## config.mk

```make
export PLATFORM = sky130hd
export DESIGN_NAME = ddr_cmd_mode_decode
export DESIGN_NICKNAME = d
export VERILOG_FILES = /design/src/core/burst_order.v /design/src/core/ddr_cmd_mode_decode.v
export VERILOG_INCLUDE_DIRS = /design/src /design/src/core
export SDC_FILE = /design/constraint.sdc
export NUM_CORES = 1
export LEC_CHECK = 0
export BUFFER_PORTS_ARGS = -buffer_cell sky130_fd_sc_hd__clkbuf_2
export CORE_ASPECT_RATIO = 1.2
export CORE_MARGIN = 2
export CORE_UTILIZATION = 45
export DETAILED_ROUTE_END_ITERATION = 12
export PLACE_DENSITY = 0.66
export SKIP_LAST_GASP = 1
export SYNTH_ARGS = -nofsm -noshare
export SYNTH_HDL_FRONTEND = slang
export SYNTH_SLANG_ARGS = --single-unit
```

## constraint.sdc

```tcl
create_clock -name sys_clk -period 3 [get_ports sys_clk]
set_input_delay 0.6 -clock sys_clk [delete_from_list [all_inputs] [get_ports sys_clk]]
set_output_delay 0.6 -clock sys_clk [all_outputs]
set_load 0.01 [all_outputs]
```

## src/core/ddr_cmd_regs.vh

```
// Constants for the command decoder, mode settings and burst ordering
`ifndef DDR_CMD_REGS_VH
`define DDR_CMD_REGS_VH
`define ADDR_W 13
`define PIN_W 20
`define PIN_RESET 20'hf8000
`define MODE_BL_LSB 0
`define MODE_BL_MSB 2
`define MODE_BT_BIT 3
`define MODE_LAT_LSB 4
`define MODE_LAT_MSB 6
`define MODE_OP_LSB 7
`define MODE_OP_MSB 12
`define MODE_DLLRST_BIT 8
`define MODE_RESET 13'h0000
`define EXT_RESET 13'h0000
`define EXT_DLL_BIT 0
`define EXT_DRIVE_BIT 1
`define EXT_FET_BIT 2
`define EXT_RSV_LSB 3
`define EXT_RSV_MSB 12
`define BL2_CODE 3'h1
`define BL4_CODE 3'h2
`define BL8_CODE 3'h3
`define LAT2_CODE 3'h2
`define LAT25_CODE 3'h6
`define OP_NORMAL 6'h00
`define OP_DLL_RESET 6'h02
`define BANK_MODE 2'h0
`define BANK_EXT 2'h1
`define CMD_NOP 4'h0
`define CMD_ACT 4'h1
`define CMD_RD 4'h2
`define CMD_WR 4'h3
`define CMD_BST 4'h4
`define CMD_PRE 4'h5
`define CMD_AREF 4'h6
`define CMD_SREF 4'h7
`define CMD_LMR 4'h8
`define CMD_DESEL 4'h9
`define DLL_LOCK_CYCLES 8'hc8
`define HALF_LAT_CYCLES 2'h2
`define FULL_LAT_CYCLES 2'h2
`endif

```

## src/core/burst_order.v

```verilog
// Column sequencer for one burst inside its aligned block
`timescale 1ns/100ps
`include "ddr_cmd_regs.vh"
module burst_order (
    input wire [12:0] start_col,
    input wire [2:0] beat,
    input wire [2:0] len_code,
    input wire interleaved,
    output reg [12:0] col
);
    reg [2:0] mask;
    reg [2:0] low;
    always @* begin
        case (len_code)
            `BL2_CODE: mask = 3'h1;
            `BL4_CODE: mask = 3'h3;
            `BL8_CODE: mask = 3'h7;
            default: mask = 3'h1;
        endcase
        if (interleaved)
            low = start_col[2:0] ^ beat;
        else
            low = start_col[2:0] + beat;
        col = {start_col[12:3], (start_col[2:0] & ~mask) | (low & mask)};
    end
endmodule // burst_order

```

## src/core/ddr_cmd_mode_decode.v

```verilog
// Command decoder, mode and extended settings, burst column sequencing
// Function
// - Length two: bit zero picks start, order 0-1 or 1-0.
// - Length four: bits zero-one start; sequential 1-2-3-0, interleaved 1-0-3-2.
// - Length eight: bits zero-two start; start five gives listed orders.
// - Sequential adds beat modulo length; interleaved XORs; never leaves block.
// - Read latency programmable to 2 or 2.5 clocks from read command.
// - Mode load with bits seven-twelve zero selects normal operation.
// - Mode load with only bit eight set among high bits resets loop.
// - Load with bank bit zero high and bank bit one low writes the extended register.
// - Extended register holds contents until rewritten.
// - Extended bit zero: 0 enables loop, 1 disables it.
// - Extended bit one: 0 normal drive, 1 reduced drive.
// - After loop enable, 200 clocks before read accepted; self refresh exit enables.
// - Decode select, row, column and write strobes into commands.
// - Refresh code is auto refresh with clock enable high, else self refresh.
// - Mode fields: length, type, latency, operating mode at given bits.
// - Load with both bank bits low writes mode register; bit eight self-clears.
`timescale 1ns/100ps
`include "ddr_cmd_regs.vh"
module ddr_cmd_mode_decode (
    input wire sys_clk,
    input wire rst_b,
    input wire cs_b,
    input wire ras_b,
    input wire cas_b,
    input wire we_b,
    input wire cke,
    input wire bank_sel_0,
    input wire bank_sel_1,
    input wire [12:0] addr,
    output reg [3:0] cmd_q,
    output reg cmd_valid_q,
    output reg [12:0] mode_q,
    output reg [12:0] extended_settings_q,
    output reg dll_enabled_q,
    output reg dll_reset_q,
    output reg dll_ready_q,
    output reg drive_strength_bit_q,
    output reg self_refresh_q,
    output reg ext_reserved_q,
    output reg mode_reserved_q,
    output reg read_refused_q,
    output reg [2:0] read_latency_setting_q,
    output reg burst_active_q,
    output reg [12:0] burst_col_q,
    output reg [1:0] burst_bank_q,
    output reg burst_is_write_q,
    output reg data_valid_q,
    output reg data_half_q
);
    // Two-stage synchronisers on all pins; reset shows a deselected idle bus
    wire [19:0] pin_raw = {cs_b, ras_b, cas_b, we_b, cke, bank_sel_1, bank_sel_0, addr};
    wire [19:0] pin_init = `PIN_RESET;
    wire [19:0] pin_sync;
    genvar g;
    generate
        for (g = 0; g < `PIN_W; g = g + 1) begin : g_sync
            reg s1_q;
            reg s2_q;
            always @(posedge sys_clk) begin
                if (!rst_b) begin
                    s1_q <= pin_init[g];
                    s2_q <= pin_init[g];
                end else begin
                    s1_q <= pin_raw[g];
                    s2_q <= s1_q;
                end
            end
            // Only the second stage is read
            assign pin_sync[g] = s2_q;
        end
    endgenerate
    wire s_cs_b = pin_sync[19];
    wire s_ras_b = pin_sync[18];
    wire s_cas_b = pin_sync[17];
    wire s_we_b = pin_sync[16];
    wire s_cke = pin_sync[15];
    wire [1:0] s_bank = pin_sync[14:13];
    wire [12:0] s_addr = pin_sync[12:0];

    reg [3:0] cmd_d;
    always @* begin
        if (s_cs_b)
            cmd_d = `CMD_DESEL;
        else begin
            case ({s_ras_b, s_cas_b, s_we_b})
                3'h7: cmd_d = `CMD_NOP;
                3'h3: cmd_d = `CMD_ACT;
                3'h5: cmd_d = `CMD_RD;
                3'h4: cmd_d = `CMD_WR;
                3'h6: cmd_d = `CMD_BST;
                3'h2: cmd_d = `CMD_PRE;
                3'h1: cmd_d = s_cke ? `CMD_AREF : `CMD_SREF;
                3'h0: cmd_d = `CMD_LMR;
                default: cmd_d = `CMD_NOP;
            endcase
        end
    end

    wire is_lmr = (cmd_d == `CMD_LMR);
    wire mode_wr = is_lmr && (s_bank == `BANK_MODE);
    wire ext_wr = is_lmr && (s_bank == `BANK_EXT);
    wire [5:0] op_field = s_addr[`MODE_OP_MSB:`MODE_OP_LSB];
    wire op_ok = (op_field == `OP_NORMAL) || (op_field == `OP_DLL_RESET);
    wire [2:0] lat_field = s_addr[`MODE_LAT_MSB:`MODE_LAT_LSB];
    wire lat_ok = (lat_field == `LAT2_CODE) || (lat_field == `LAT25_CODE);
    wire dll_turn_on = ext_wr && !s_addr[`EXT_DLL_BIT] && !dll_enabled_q;
    wire sref_exit = self_refresh_q && s_cke;
    wire read_cmd = (cmd_d == `CMD_RD);
    wire write_cmd = (cmd_d == `CMD_WR);
    wire read_ok = read_cmd && dll_ready_q;

    // Loop lock counter
    reg [7:0] lock_cnt_q;
    always @(posedge sys_clk) begin
        if (!rst_b) begin
            lock_cnt_q <= 8'h00;
            dll_ready_q <= 1'b0;
        end else if (dll_turn_on || sref_exit || (mode_wr && op_field == `OP_DLL_RESET)) begin
            lock_cnt_q <= 8'h00;
            dll_ready_q <= 1'b0;
        end else if (!dll_enabled_q) begin
            dll_ready_q <= 1'b0;
        end else if (lock_cnt_q != `DLL_LOCK_CYCLES) begin
            lock_cnt_q <= lock_cnt_q + 8'h01;
            dll_ready_q <= (lock_cnt_q == `DLL_LOCK_CYCLES - 8'h01);
        end
    end

    // Command register and per-cycle flags
    always @(posedge sys_clk) begin
        if (!rst_b) begin
            cmd_q <= `CMD_DESEL;
            cmd_valid_q <= 1'b0;
            read_refused_q <= 1'b0;
        end else begin
            cmd_q <= cmd_d;
            cmd_valid_q <= (cmd_d != `CMD_DESEL) && (cmd_d != `CMD_NOP);
            read_refused_q <= read_cmd && !dll_ready_q;
        end
    end

    // Base mode register
    always @(posedge sys_clk) begin
        if (!rst_b) begin
            mode_q <= `MODE_RESET;
            mode_reserved_q <= 1'b0;
            dll_reset_q <= 1'b0;
            read_latency_setting_q <= `LAT25_CODE;
        end else begin
            dll_reset_q <= 1'b0;
            if (mode_wr) begin
                // Loop-reset bit is not retained
                mode_q <= s_addr & ~(13'h0001 << `MODE_DLLRST_BIT);
                mode_reserved_q <= !op_ok || !lat_ok;
                dll_reset_q <= (op_field == `OP_DLL_RESET);
                if (lat_ok)
                    read_latency_setting_q <= lat_field;
            end
        end
    end

    // Extended register and self refresh state
    always @(posedge sys_clk) begin
        if (!rst_b) begin
            extended_settings_q <= `EXT_RESET;
            dll_enabled_q <= 1'b0;
            drive_strength_bit_q <= 1'b0;
            self_refresh_q <= 1'b0;
            ext_reserved_q <= 1'b0;
        end else begin
            if (ext_wr) begin
                extended_settings_q <= s_addr;
                dll_enabled_q <= !s_addr[`EXT_DLL_BIT];
                drive_strength_bit_q <= s_addr[`EXT_DRIVE_BIT];
                ext_reserved_q <= s_addr[`EXT_FET_BIT]
                    || (s_addr[`EXT_RSV_MSB:`EXT_RSV_LSB] != 10'h000);
            end
            if (cmd_d == `CMD_SREF)
                self_refresh_q <= 1'b1;
            else if (sref_exit) begin
                self_refresh_q <= 1'b0;
                dll_enabled_q <= 1'b1;
            end
        end
    end

    // Burst sequencing
    reg [12:0] start_q;
    reg [2:0] beat_q;
    reg [2:0] beats_left_q;
    reg [1:0] lat_cnt_q;
    reg lat_half_q;
    // Sequencer states: idle, latency wait, data beats
    localparam ST_IDLE = 2'h0;
    localparam ST_WAIT = 2'h1;
    localparam ST_BEAT = 2'h2;
    reg [1:0] state_q;
    wire [12:0] col_w;
    burst_order u_order (
        .start_col(start_q),
        .beat(beat_q),
        .len_code(mode_q[`MODE_BL_MSB:`MODE_BL_LSB]),
        .interleaved(mode_q[`MODE_BT_BIT]),
        .col(col_w)
    );
    reg [2:0] len_m1;
    always @* begin
        case (mode_q[`MODE_BL_MSB:`MODE_BL_LSB])
            `BL2_CODE: len_m1 = 3'h1;
            `BL4_CODE: len_m1 = 3'h3;
            `BL8_CODE: len_m1 = 3'h7;
            default: len_m1 = 3'h1;
        endcase
    end

    always @(posedge sys_clk) begin
        if (!rst_b) begin
            start_q <= 13'h0000;
            beat_q <= 3'h0;
            beats_left_q <= 3'h0;
            lat_cnt_q <= 2'h0;
            lat_half_q <= 1'b0;
            state_q <= ST_IDLE;
            burst_active_q <= 1'b0;
            burst_col_q <= 13'h0000;
            burst_bank_q <= 2'h0;
            burst_is_write_q <= 1'b0;
            data_valid_q <= 1'b0;
            data_half_q <= 1'b0;
        end else if (read_ok || write_cmd) begin
            start_q <= s_addr;
            beat_q <= 3'h0;
            beats_left_q <= len_m1;
            burst_bank_q <= s_bank;
            burst_is_write_q <= write_cmd;
            burst_active_q <= 1'b1;
            data_valid_q <= 1'b0;
            // Reads wait out the latency, writes take data on the next clock
            state_q <= read_ok ? ST_WAIT : ST_BEAT;
            // Registration edge and the wait edge make the two full clocks
            lat_cnt_q <= `FULL_LAT_CYCLES - 2'h2;
            lat_half_q <= (read_latency_setting_q == `LAT25_CODE);
        end else if (cmd_d == `CMD_BST && !burst_is_write_q) begin
            state_q <= ST_IDLE;
            burst_active_q <= 1'b0;
            data_valid_q <= 1'b0;
        end else begin
            case (state_q)
                ST_IDLE: begin
                    data_valid_q <= 1'b0;
                end
                ST_WAIT: begin
                    data_valid_q <= 1'b0;
                    if (lat_cnt_q != 2'h0)
                        lat_cnt_q <= lat_cnt_q - 2'h1;
                    else
                        state_q <= ST_BEAT;
                end
                ST_BEAT: begin
                    burst_col_q <= col_w;
                    data_valid_q <= 1'b1;
                    data_half_q <= lat_half_q;
                    beat_q <= beat_q + 3'h1;
                    if (beats_left_q == 3'h0) begin
                        state_q <= ST_IDLE;
                        burst_active_q <= 1'b0;
                    end else begin
                        beats_left_q <= beats_left_q - 3'h1;
                    end
                end
                default: begin
                    state_q <= ST_IDLE;
                    burst_active_q <= 1'b0;
                    data_valid_q <= 1'b0;
                end
            endcase
        end
    end
endmodule // ddr_cmd_mode_decode

```

==> qor.yml, run 1 <==
cts_tree: "done"
drc_errors: 0
critPathKind: "reg -> reg"
synthSimpleGateAreaFrac_pct: 22.5
hpwlAfterDp_microns: 7080
synth_flop_cell: "dfxtp_1"
fp.dieW_microns: 99.5
yosysTopAreaCell: "dfxtp_1"
rows: 41
status: "completed"
die_h_microns: 119
clockBufferDepth: 2
clock_latency_ps: 420
htreeDepth: 4
syn_inst: 520
leakage_uw: 0.00241
cellPowerDensity_nw_per_um2: 684
coreArea_sq_um: 10600
fin_area_sq_um: 6000
drt_iter0_drc: 206
synthAdderAreaFrac_pct: 2.44
cts_root_buffer: "clkbuf_16"
hp-class: "in -> reg"
wl_per_cell_microns: 13.7
ys_ff_latch: 131
vias: 3726
avgSynthCellArea_sq_um: 9.47
synthToLayoutAreaGrowth_pct: 22.0
synth_area_leaders: "dfxtp_1 53%, a21oi_1 5.5%, nand2_1 5.4%"
die_area_sq_um: 11800
routed_wl_microns: 10100
grt_pass1_vias: 3654
setup_viol: 0
boundaryPins: 83
ant_nets: 0
arrival_ps: 2350
fmax_mhz: 493
final_common_cell: "dfxtp_1"
synthesis.nets: 551
n_fill_cell: 943
irDropWorstVdd_v: 0.000334
path_max_fanout: 19
grt_antenna_before_repair: 0
slew_headroom_pct: 44.1
track_usage_pct: 18.2
netlist.area_leader.share_pct: 53.3
ys_types: 55
rsz0062_at_grt: "no"
final_cell_mix: "131 x dfxtp_1, 81 x clkbuf_2, 71 x nand2_1, 54 x a21oi_1"
synth-async-reset-ratio_pct: 0
start_util_pct: 46.6
grt_pass1_wl_microns: 17100
worst_clock_skew_ps: 6.23
drv_slew: 0
synth_area_sq_um: 4920
cp.required_ps: 3320
endpoint_kind: "flip-flop"
diodes: 0
grt_max_degree: 56
hold_viol_final: 0
vias_per_cell: 5.08
port_buffers: 81
yosysWarnings: 0
clk_pin_slew_worst_paths_ps: 60
placed_area_sq_um: 5360
cp-start-kind: "flip-flop"
drv_cap: 0
yosysSeqAreaShare_pct: 53.3
synth_edf_count: 0
synth_compound_area_share_pct: 11.5
synthXorXnorAreaFrac_pct: 1.96
synthMuxAreaShare_pct: 3.51
tns_ps: 0
final_nets: 623
drive_above_1_share_pct: 21.8
register_area_sq_um: 2620
tightestPinTransition_ps: 833
grt_overflow: 0
clkSinkCount: 131
place.gp.congestion: 0.816
synth_top_family_by_area: "simple AND/OR/NAND/NOR gates"
multi_input_area_sq_um: 2070
postCtsSetupRepairBufs: 0
cts_resized: 0
period_minus_slack_ps: 2030
fin_crit_sh_pct: 67.7
first_pass_iters: 4
cts_buffers: 17
hold_buffers: 0
-- critical path, cell delays in order, from the launching register on --
cell	delay [ps]
dfxtp_1	600
nand2b_1	190
nor3_4	480
buf_4	320
a21oi_1	60
a221oi_1	270
-- power by group --
group | switching, uW | total [uW] | internal (uW)
registers | 23.7 | 1790 | 1770
logic | 43.3 | 77.0 | 33.7
clock network | 738 | 2240 | 1500
-- per-stage QoR --
step	setup slack [ps]	std cells	utilization [%]	total power (uW)	hold WS, ps
6_report	970	734	56.8	4110	362
5_1_grt	723	734	56.8	4230	361
4_1_cts	936	734	56.8	4140	352
3_5_place_dp	940	702	50.7	1910	399
3_3_place_gp	1050	702	50.7	1900	394
2_1_floorplan	1350	520	-	1880	386
-- kinds of logic (layout without fill, tap and decap cells) --
kind of cell / after synthesis / after routing
adder cells (fa/ha/maj): 9 / 9
flip-flops: 131 / 131
AND/OR/NAND/NOR: 207 / 207
buffers and inverters: 49 / 134
other: 1 / 1
AO/OA/AOI/OAI: 95 / 95
XOR/XNOR: 11 / 11
multiplexers: 17 / 17
-- metal layers --
layer	vias up	track usage (%)	share of wire, %
met1	1712	23.1	44
li1	1894	-	-
met3	21	5.80	5.4
met4	0	8.56	2.7
met5	-	0	0
met2	99	28.0	47
-- cells in the mapped netlist, drive strengths merged, types with 2 or more instances --
cell type and count:
and3 2, nand2b 14, mux2 2, nand2 71, a21oi 54, nand4b 2
ha 8, xor2 5, dfxtp 131, xnor2 6, inv 17, clkbuf 17
nor4 3, nand4 6, and2 30, mux2i 15, or3 4, nand3b 4
o211ai 4, buf 15, o21ai 22, nor2 30, o21a 2, a31oi 2
nor3 8, nor2b 7, nand3 20
-- path summary, 6_finish.rpt --
| kind | cells after the start | start | slack, ps | to |
|---|---|---|---|---|
| min reg2reg | 1 | g_sync[17].s1_q$_SDFF_PN1_ | 400 | g_sync[17].s2_q$_SDFF_PN1_ |
| min | 2 | cs_b | 360 | g_sync[19].s1_q$_SDFF_PN1_ |
| max | 5 | g_sync[18].s2_q$_SDFF_PN1_ | 970 | state_q[1]$_SDFFE_PN0P_ |
| max reg2reg | 5 | g_sync[18].s2_q$_SDFF_PN1_ | 970 | state_q[1]$_SDFFE_PN0P_ |
-- cell type report --
type / count / share of cell area, %
Clock inverter: 12 / 3.35
Timing Repair Buffer: 85 / 7.25
Tap cell: 129 / 2.69
Multi-Input combinational cell: 340 / 34.5
Inverter: 17 / 1.06
Sequential cell: 131 / 43.7
Clock buffer: 20 / 7.44
-- state kept, by name, indices dropped and copies added, names as in the netlist, 2 cells and up --
name                    count
cmd_q                       4
read_latency_setting_q      3
burst_col_q                13
lock_cnt_q                  8
extended_settings_q        13
lat_cnt_q                   2
beats_left_q                3
g_sync.s2_q                20
mode_q                     12
beat_q                      3
g_sync.s1_q                20
start_q                    13
state_q                     2
burst_bank_q                2
Note: power is estimated with default switching activity, not from simulation.
==> run 2, diff against run 1 <==
==> constraint.sdc (replaced) <==
create_clock -name sys_clk -period 1.95 [get_ports sys_clk]
set_input_delay 0.39 -clock sys_clk [delete_from_list [all_inputs] [get_ports sys_clk]]
set_output_delay 0.39 -clock sys_clk [all_outputs]
set_load 0.01 [all_outputs]
==> run 2 against run 1 <==
  * Sequential power is 54% higher
  * Critical path depth is 2 higher
  * Cell area is 1.6% higher
  * Global-route usage is 0.44 points lower
  * Hold slack worse by 190 ps
  * Die area stayed put
  * Combinational power is 73% higher
  * Maximum frequency is 15% higher
  * Clock power is 49% higher
  * Register-to-register slack worse by 790 ps
==> qor.yml, run 2 (synthesis gave the netlist of run 1 again) <==
min-delay-start: "cs_b"  # unchanged
drv_cap: 0  # unchanged
tns_ps: 0  # unchanged
diodes: 0  # unchanged
hpwlAfterDp_microns: 7210  # was 7080 microns
endpoint_kind: "flip-flop"  # unchanged
wl_per_cell_microns: 13.7  # about the same
ant_nets: 0  # unchanged
synthToLayoutAreaGrowth_pct: 23.9  # was 22.0%
slew_headroom_pct: 64.7  # was 44.1%
setup_viol: 0  # unchanged
postCtsSetupRepairBufs: 0  # unchanged
first_pass_iters: 4  # unchanged
biggestRegsByFlops: "g_sync.s1_q (20), g_sync.s2_q (20)"  # unchanged
final_common_cell: "dfxtp_1"  # unchanged
start_util_pct: 46.6  # unchanged
status: "completed"  # unchanged
place.gp.congestion: 0.846  # was 0.816
coreArea_sq_um: 10600  # unchanged
worst_clock_skew_ps: 8.45  # was 6.23 ps
r2r-end: "burst_col_q[2]$_SDFFE_PN0P_"  # was state_q[1]$_SDFFE_PN0P_
cellPowerDensity_nw_per_um2: 1020  # was 684 nW/um^2
grt_pass1_wl_microns: 17000  # was 17100 microns
rr_worst_depth: 7  # was 5
hold_buffers: 0  # unchanged
drt_iter0_drc: 134  # was 206
irDropWorstVdd_v: 0.000589  # was 0.000334 V
clockBufferDepth: 2  # unchanged
die_h_microns: 119  # unchanged
vias: 3769  # was 3726
final_nets: 635  # was 623
cts_root_buffer: "clkbuf_16"  # unchanged
vias_per_cell: 5.06  # was 5.08
boundaryPins: 83  # unchanged
die_area_sq_um: 11800  # unchanged
htreeDepth: 4  # unchanged
clkSinkCount: 131  # unchanged
track_usage_pct: 17.8  # was 18.2%
rows: 41  # unchanged
critPathKind: "reg -> reg"  # unchanged
whs_ps: 170  # was 362 ps
grt_max_degree: 60  # was 56
period_minus_slack_ps: 1770  # was 2030 ps
whs_path_depth: 2  # unchanged
fmax_mhz: 566  # was 493 MHz
cts_tree: "done"  # unchanged
hp-class: "in -> reg"  # unchanged
clk_pin_slew_worst_paths_ps: 60  # about the same
cts_resized: 0  # unchanged
cp-start-kind: "flip-flop"  # unchanged
r2r-start: "beat_q[0]$_SDFFE_PP0P_"  # was g_sync[18].s2_q$_SDFF_PN1_
arrival_ps: 2090  # was 2350 ps
port_buffers: 81  # unchanged
cts_buffers: 17  # unchanged
tightestPinTransition_ps: 524  # was 833 ps
routed_wl_microns: 10200  # was 10100 microns
final_cell_mix: "130 x dfxtp_1, 81 x clkbuf_2, 71 x nand2_1, 54 x a21oi_1"  # was 131 x dfxtp_1, 81 x clkbuf_2, 71 x nand2_1, 54 x a21oi_1
grt_antenna_before_repair: 0  # unchanged
drive_above_1_share_pct: 24.0  # was 21.8%
fin_crit_sh_pct: 90.7  # was 67.7%
hold_viol_final: 0  # unchanged
holdPathEnd: "g_sync[19].s1_q$_SDFF_PN1_"  # unchanged
drv_slew: 0  # unchanged
fp.dieW_microns: 99.5  # unchanged
clock_latency_ps: 410  # was 420 ps
rsz0062_at_grt: "no"  # unchanged
fin_util_pct: 57.7  # was 56.8%
grt_overflow: 0  # unchanged
path_max_fanout: 3  # was 19
leakage_uw: 0.00247  # was 0.00241 uW
drc_errors: 0  # unchanged
grt_pass1_vias: 3658  # was 3654
reg2reg_slack_ps: 180  # was 970 ps
cp.required_ps: 2270  # was 3320 ps
==> run 2: changes by cell type in the layout (fill, tap and decap cells not counted), moves of 2 or more <==
cell      change
inv_6         -2
buf_4        +11
clkinv_4      +3
clkbuf_1      -2
==> run 2: routing by layer <==
| metal | up-vias | wire length [microns] | track usage, % | share of wire [%] |
|---|---|---|---|---|
| met5 | - | 0 | 0 | 0 |
| met4 | 0 | 129 | 5.74 | 1.3 |
| met3 | 15 | 446 | 5.80 | 4.4 |
| met2 | 74 | 5070 | 29.1 | 50 |
| met1 | 1756 | 4550 | 22.1 | 45 |
| li1 | 1924 | - | - | - |
==> run 2: worst max path at each step <==
stage,start,slack [ps],endpoint
floorplan,beat_q[0]$_SDFFE_PP0P_,300,burst_col_q[2]$_SDFFE_PN0P_
global placement,g_sync[17].s2_q$_SDFF_PN1_,230,beats_left_q[2]$_SDFFE_PN0P_
detailed placement,g_sync[17].s2_q$_SDFF_PN1_,120,beats_left_q[1]$_SDFFE_PN0P_
CTS,g_sync[17].s2_q$_SDFF_PN1_,80,beats_left_q[1]$_SDFFE_PN0P_
global route,beats_left_q[0]$_SDFFE_PN0P_,60,state_q[1]$_SDFFE_PN0P_
finish,beat_q[0]$_SDFFE_PP0P_,180,burst_col_q[2]$_SDFFE_PN0P_
==> run 2: report_power, final <==
part / switching (uW) / internal (uW)
Sequential: 33.7 / 2720
Clock: 1130 / 2200
Combinational: 71.4 / 61.4
Total: 1240 / 4980
==> run 2: cell type report <==
class | instances | area, sq um
clock buffers | 19 | 453
clock inverters | 12 | 180
fillers | 956 | 4470
inverters | 17 | 63.8
multi-input cells | 340 | 2080
flip-flops and latches | 131 | 2620
well taps | 129 | 161
repair buffers | 97 | 538
==> run 2: critical path, stage by stage (launching register included) <==
cell and delay, ps:
dfxtp_1 370, ha_1 170, inv_1 50, fa_1 370
o21a_1 180, o211ai_1 200, xor2_1 90, a311oi_1 250
==> run 2: per-stage QoR <==
step	cell area (sq um)	worst slack [ps]	power, uW	instances
after floorplan	4920	296	2890	520
after global placement	5460	228	2940	714
after detailed placement	5460	116	2940	714
after CTS	6090	82.4	6280	745
after global routing	6100	64.4	6420	745
final	6100	182	6220	745
==> run 3, diff against run 2 <==
--- a/config.mk
+++ b/config.mk
@@ -9,9 +9,9 @@
 export BUFFER_PORTS_ARGS = -buffer_cell sky130_fd_sc_hd__clkbuf_2
 export CORE_ASPECT_RATIO = 1.2
 export CORE_MARGIN = 2
-export CORE_UTILIZATION = 45
+export CORE_UTILIZATION = 55
 export DETAILED_ROUTE_END_ITERATION = 12
-export PLACE_DENSITY = 0.66
+export PLACE_DENSITY = 0.78
 export SKIP_LAST_GASP = 1
 export SYNTH_ARGS = -nofsm -noshare
 export SYNTH_HDL_FRONTEND = slang
==> constraint.sdc (replaced) <==
create_clock -name sys_clk -period 1.8 [get_ports sys_clk]
set_input_delay 0.36 -clock sys_clk [delete_from_list [all_inputs] [get_ports sys_clk]]
set_output_delay 0.36 -clock sys_clk [all_outputs]
set_load 0.01 [all_outputs]
==> run 3 against run 2 <==
  * Setup slack worse by 84 ps
  * Wire length up 0.82%
  * Clock-buffer cell count is 2 higher
  * Critical endpoint unchanged
  * Largest power group unchanged
==> qor.yml, run 3 (synthesis gave the netlist of run 1 again) <==
vias_per_cell: 5.21  # was 5.06
ant_nets: 0  # unchanged
multi_input_area_sq_um: 2080  # about the same
crit_buf_inv: 1  # unchanged
routed_wl_microns: 10300  # was 10200 microns
cp-start-kind: "flip-flop"  # unchanged
cts_tree: "done"  # unchanged
irDropWorstVdd_v: 0.000677  # was 0.000589 V
rr_worst_depth: 7  # unchanged
coreArea_sq_um: 8660  # was 10600 sq um
boundaryPins: 83  # unchanged
setup_viol: 0  # unchanged
grt_max_degree: 60  # unchanged
die_area_sq_um: 9730  # was 11800 sq um
clock_power_share_pct: 51.5  # was 53.6%
grt_pass1_wl_microns: 17000  # about the same
worst_clock_skew_ps: 7.85  # was 8.45 ps
port_buffers: 81  # unchanged
grt_overflow: 0  # unchanged
clkSinkCount: 131  # unchanged
max_stage_delay_ps: 360  # was 370 ps
path_max_fanout: 3  # unchanged
fp.dieW_microns: 90.4  # was 99.5 microns
place.gp.congestion: 0.821  # was 0.846
vias: 3837  # was 3769
critPathKind: "reg -> reg"  # unchanged
drc_errors: 0  # unchanged
hold_viol_final: 0  # unchanged
cellPowerDensity_nw_per_um2: 1060  # was 1020 nW/um^2
status: "completed"  # unchanged
fin_util_pct: 70.4  # was 57.7%
place_inst: 704  # was 714
drv_slew: 0  # unchanged
drt_iter0_drc: 219  # was 134
combinationalPowerShare_pct: 2.3  # was 2.1%
grt_pass1_vias: 3726  # was 3658
slew_headroom_pct: 66.5  # was 64.7%
wl_per_cell_microns: 14.0  # was 13.7 microns
p_sw_share_pct: 20.2  # was 19.9%
cts_root_buffer: "clkbuf_8"  # was clkbuf_16
cp.required_ps: 2240  # was 2270 ps
postCtsSetupRepairBufs: 0  # unchanged
hp-class: "in -> reg"  # unchanged
whs_path_depth: 2  # unchanged
drive_above_1_share_pct: 24.2  # was 24.0%
fin_crit_sh_pct: 94.5  # was 90.7%
clockBufferDepth: 2  # unchanged
track_usage_pct: 22.1  # was 17.8%
synthToLayoutAreaGrowth_pct: 23.7  # was 23.9%
leakage_uw: 0.00246  # was 0.00247 uW
path_delay_family: "compound AO/OA/AOI/OAI gates"  # unchanged
netSwitchingPower_uw: 1300  # was 1240 uW
period_minus_slack_ps: 1700  # was 1770 ps
endpoint_kind: "flip-flop"  # unchanged
final_cell_mix: "129 x dfxtp_1, 81 x clkbuf_2, 71 x nand2_1, 54 x a21oi_1"  # was 130 x dfxtp_1, 81 x clkbuf_2, 71 x nand2_1, 54 x a21oi_1
p_int_uw: 5140  # was 4980 uW
clk_pin_slew_worst_paths_ps: 60  # about the same
cts_buffers: 17  # unchanged
grt_antenna_before_repair: 0  # unchanged
path_cells: "ha_1, inv_1, fa_2, o21a_1, o211ai_1, xor2_1, a311oi_1"  # was ha_1, inv_1, fa_1, o21a_1, o211ai_1, xor2_1, a311oi_1
htreeDepth: 4  # unchanged
reg2reg_slack_ps: 100  # was 180 ps
worstSetupPathDepth: 7  # unchanged
rsz0062_at_grt: "yes"  # was no
hpwlAfterDp_microns: 6890  # was 7210 microns
seqPwrFrac_pct: 46.3  # was 44.2%
arrival_ps: 2140  # was 2090 ps
clock_latency_ps: 520  # was 410 ps
final_common_cell: "dfxtp_1"  # unchanged
tightestPinTransition_ps: 497  # was 524 ps
post_layout_nonfiller_instances: 736  # was 745
start_util_pct: 56.9  # was 46.6%
final_nets: 638  # was 635
fmax_mhz: 588  # was 566 MHz
first_pass_iters: 5  # was 4
biggestRegsByFlops: "g_sync.s1_q (20), g_sync.s2_q (20)"  # unchanged
n_fill_cell: 651  # was 956
diodes: 0  # unchanged
rows: 37  # was 41
die_h_microns: 108  # was 119 microns
register_area_sq_um: 2630  # was 2620 sq um
drv_cap: 0  # unchanged
crit_slowest_cell: "fa_2"  # was dfxtp_1
[run 3: changes by cell type in the layout (fill, tap and decap cells not counted), moves of 2 or more]
| cell | before | now |
|---|---|---|
| buf_12 | 1 | 4 |
| clkbuf_1 | 0 | 3 |
| clkinv_2 | 2 | 4 |
| clkinv_4 | 3 | 1 |
| nor3_2 | 0 | 2 |
[run 3: cell type report]
type	count	share of cell area, %
Sequential cell	131	43.1
Clock inverter	10	2.20
Timing Repair Buffer	100	9.86
Tap cell	117	2.40
Multi-Input combinational cell	340	34.2
Clock buffer	21	7.21
Inverter	17	1.05
[run 3: power by group through the flow]
stage / logic, uW / clock network (uW) / registers [uW]
4_1_cts: 150 / 3360 / 2980
6_report: 147 / 3320 / 2980
3_5_place_dp: 145 / 0 / 3040
5_1_grt: 166 / 3480 / 2980
2_1_floorplan: 99.5 / 0 / 3030
3_3_place_gp: 142 / 0 / 3040
[run 3: stage by stage]
stage | setup WS (ps) | TNS [ps] | power, uW | hold slack (ps) | cell area (sq um)
after global routing | -18.2 | -18.2 | 6630 | 20.0 | 6090
after global placement | 99.1 | 0 | 3180 | 388 | 5490
after CTS | 5.69 | 0 | 6490 | 1.60 | 6070
after floorplan | 146 | 0 | 3130 | 386 | 4920
after detailed placement | 8.02 | 0 | 3190 | 401 | 5490
final | 98.2 | 0 | 6450 | 18.4 | 6090
[run 3: worst paths after layout]
check,from,end
setup / recovery,beat_q[0]$_SDFFE_PP0P_,burst_col_q[2]$_SDFFE_PN0P_
hold / removal,cas_b,g_sync[17].s1_q$_SDFF_PN1_
setup reg to reg,beat_q[0]$_SDFFE_PP0P_,burst_col_q[2]$_SDFFE_PN0P_
hold reg to reg,g_sync[16].s1_q$_SDFF_PN1_,g_sync[16].s2_q$_SDFF_PN1_
[run 3: repair_timing]
| item | 4_1_cts | 5_1_grt |
|---|---|---|
| pin swaps | 0 | 2 |
| endpoints found under the hold margin | 1 | 0 |
| endpoints found under the setup margin | 2 | 4 |
| gates resized for setup | 1 | 6 |
| hold buffers | 1 | 0 |
[run 3: layer usage]
metal	vias to the layer above	GRT usage, %	part of all wire (%)
li1	1925	-	-
met1	1783	26.2	43
met2	117	36.6	50
met3	12	7.07	5.7
met4	0	10.3	1.4
met5	-	0	0
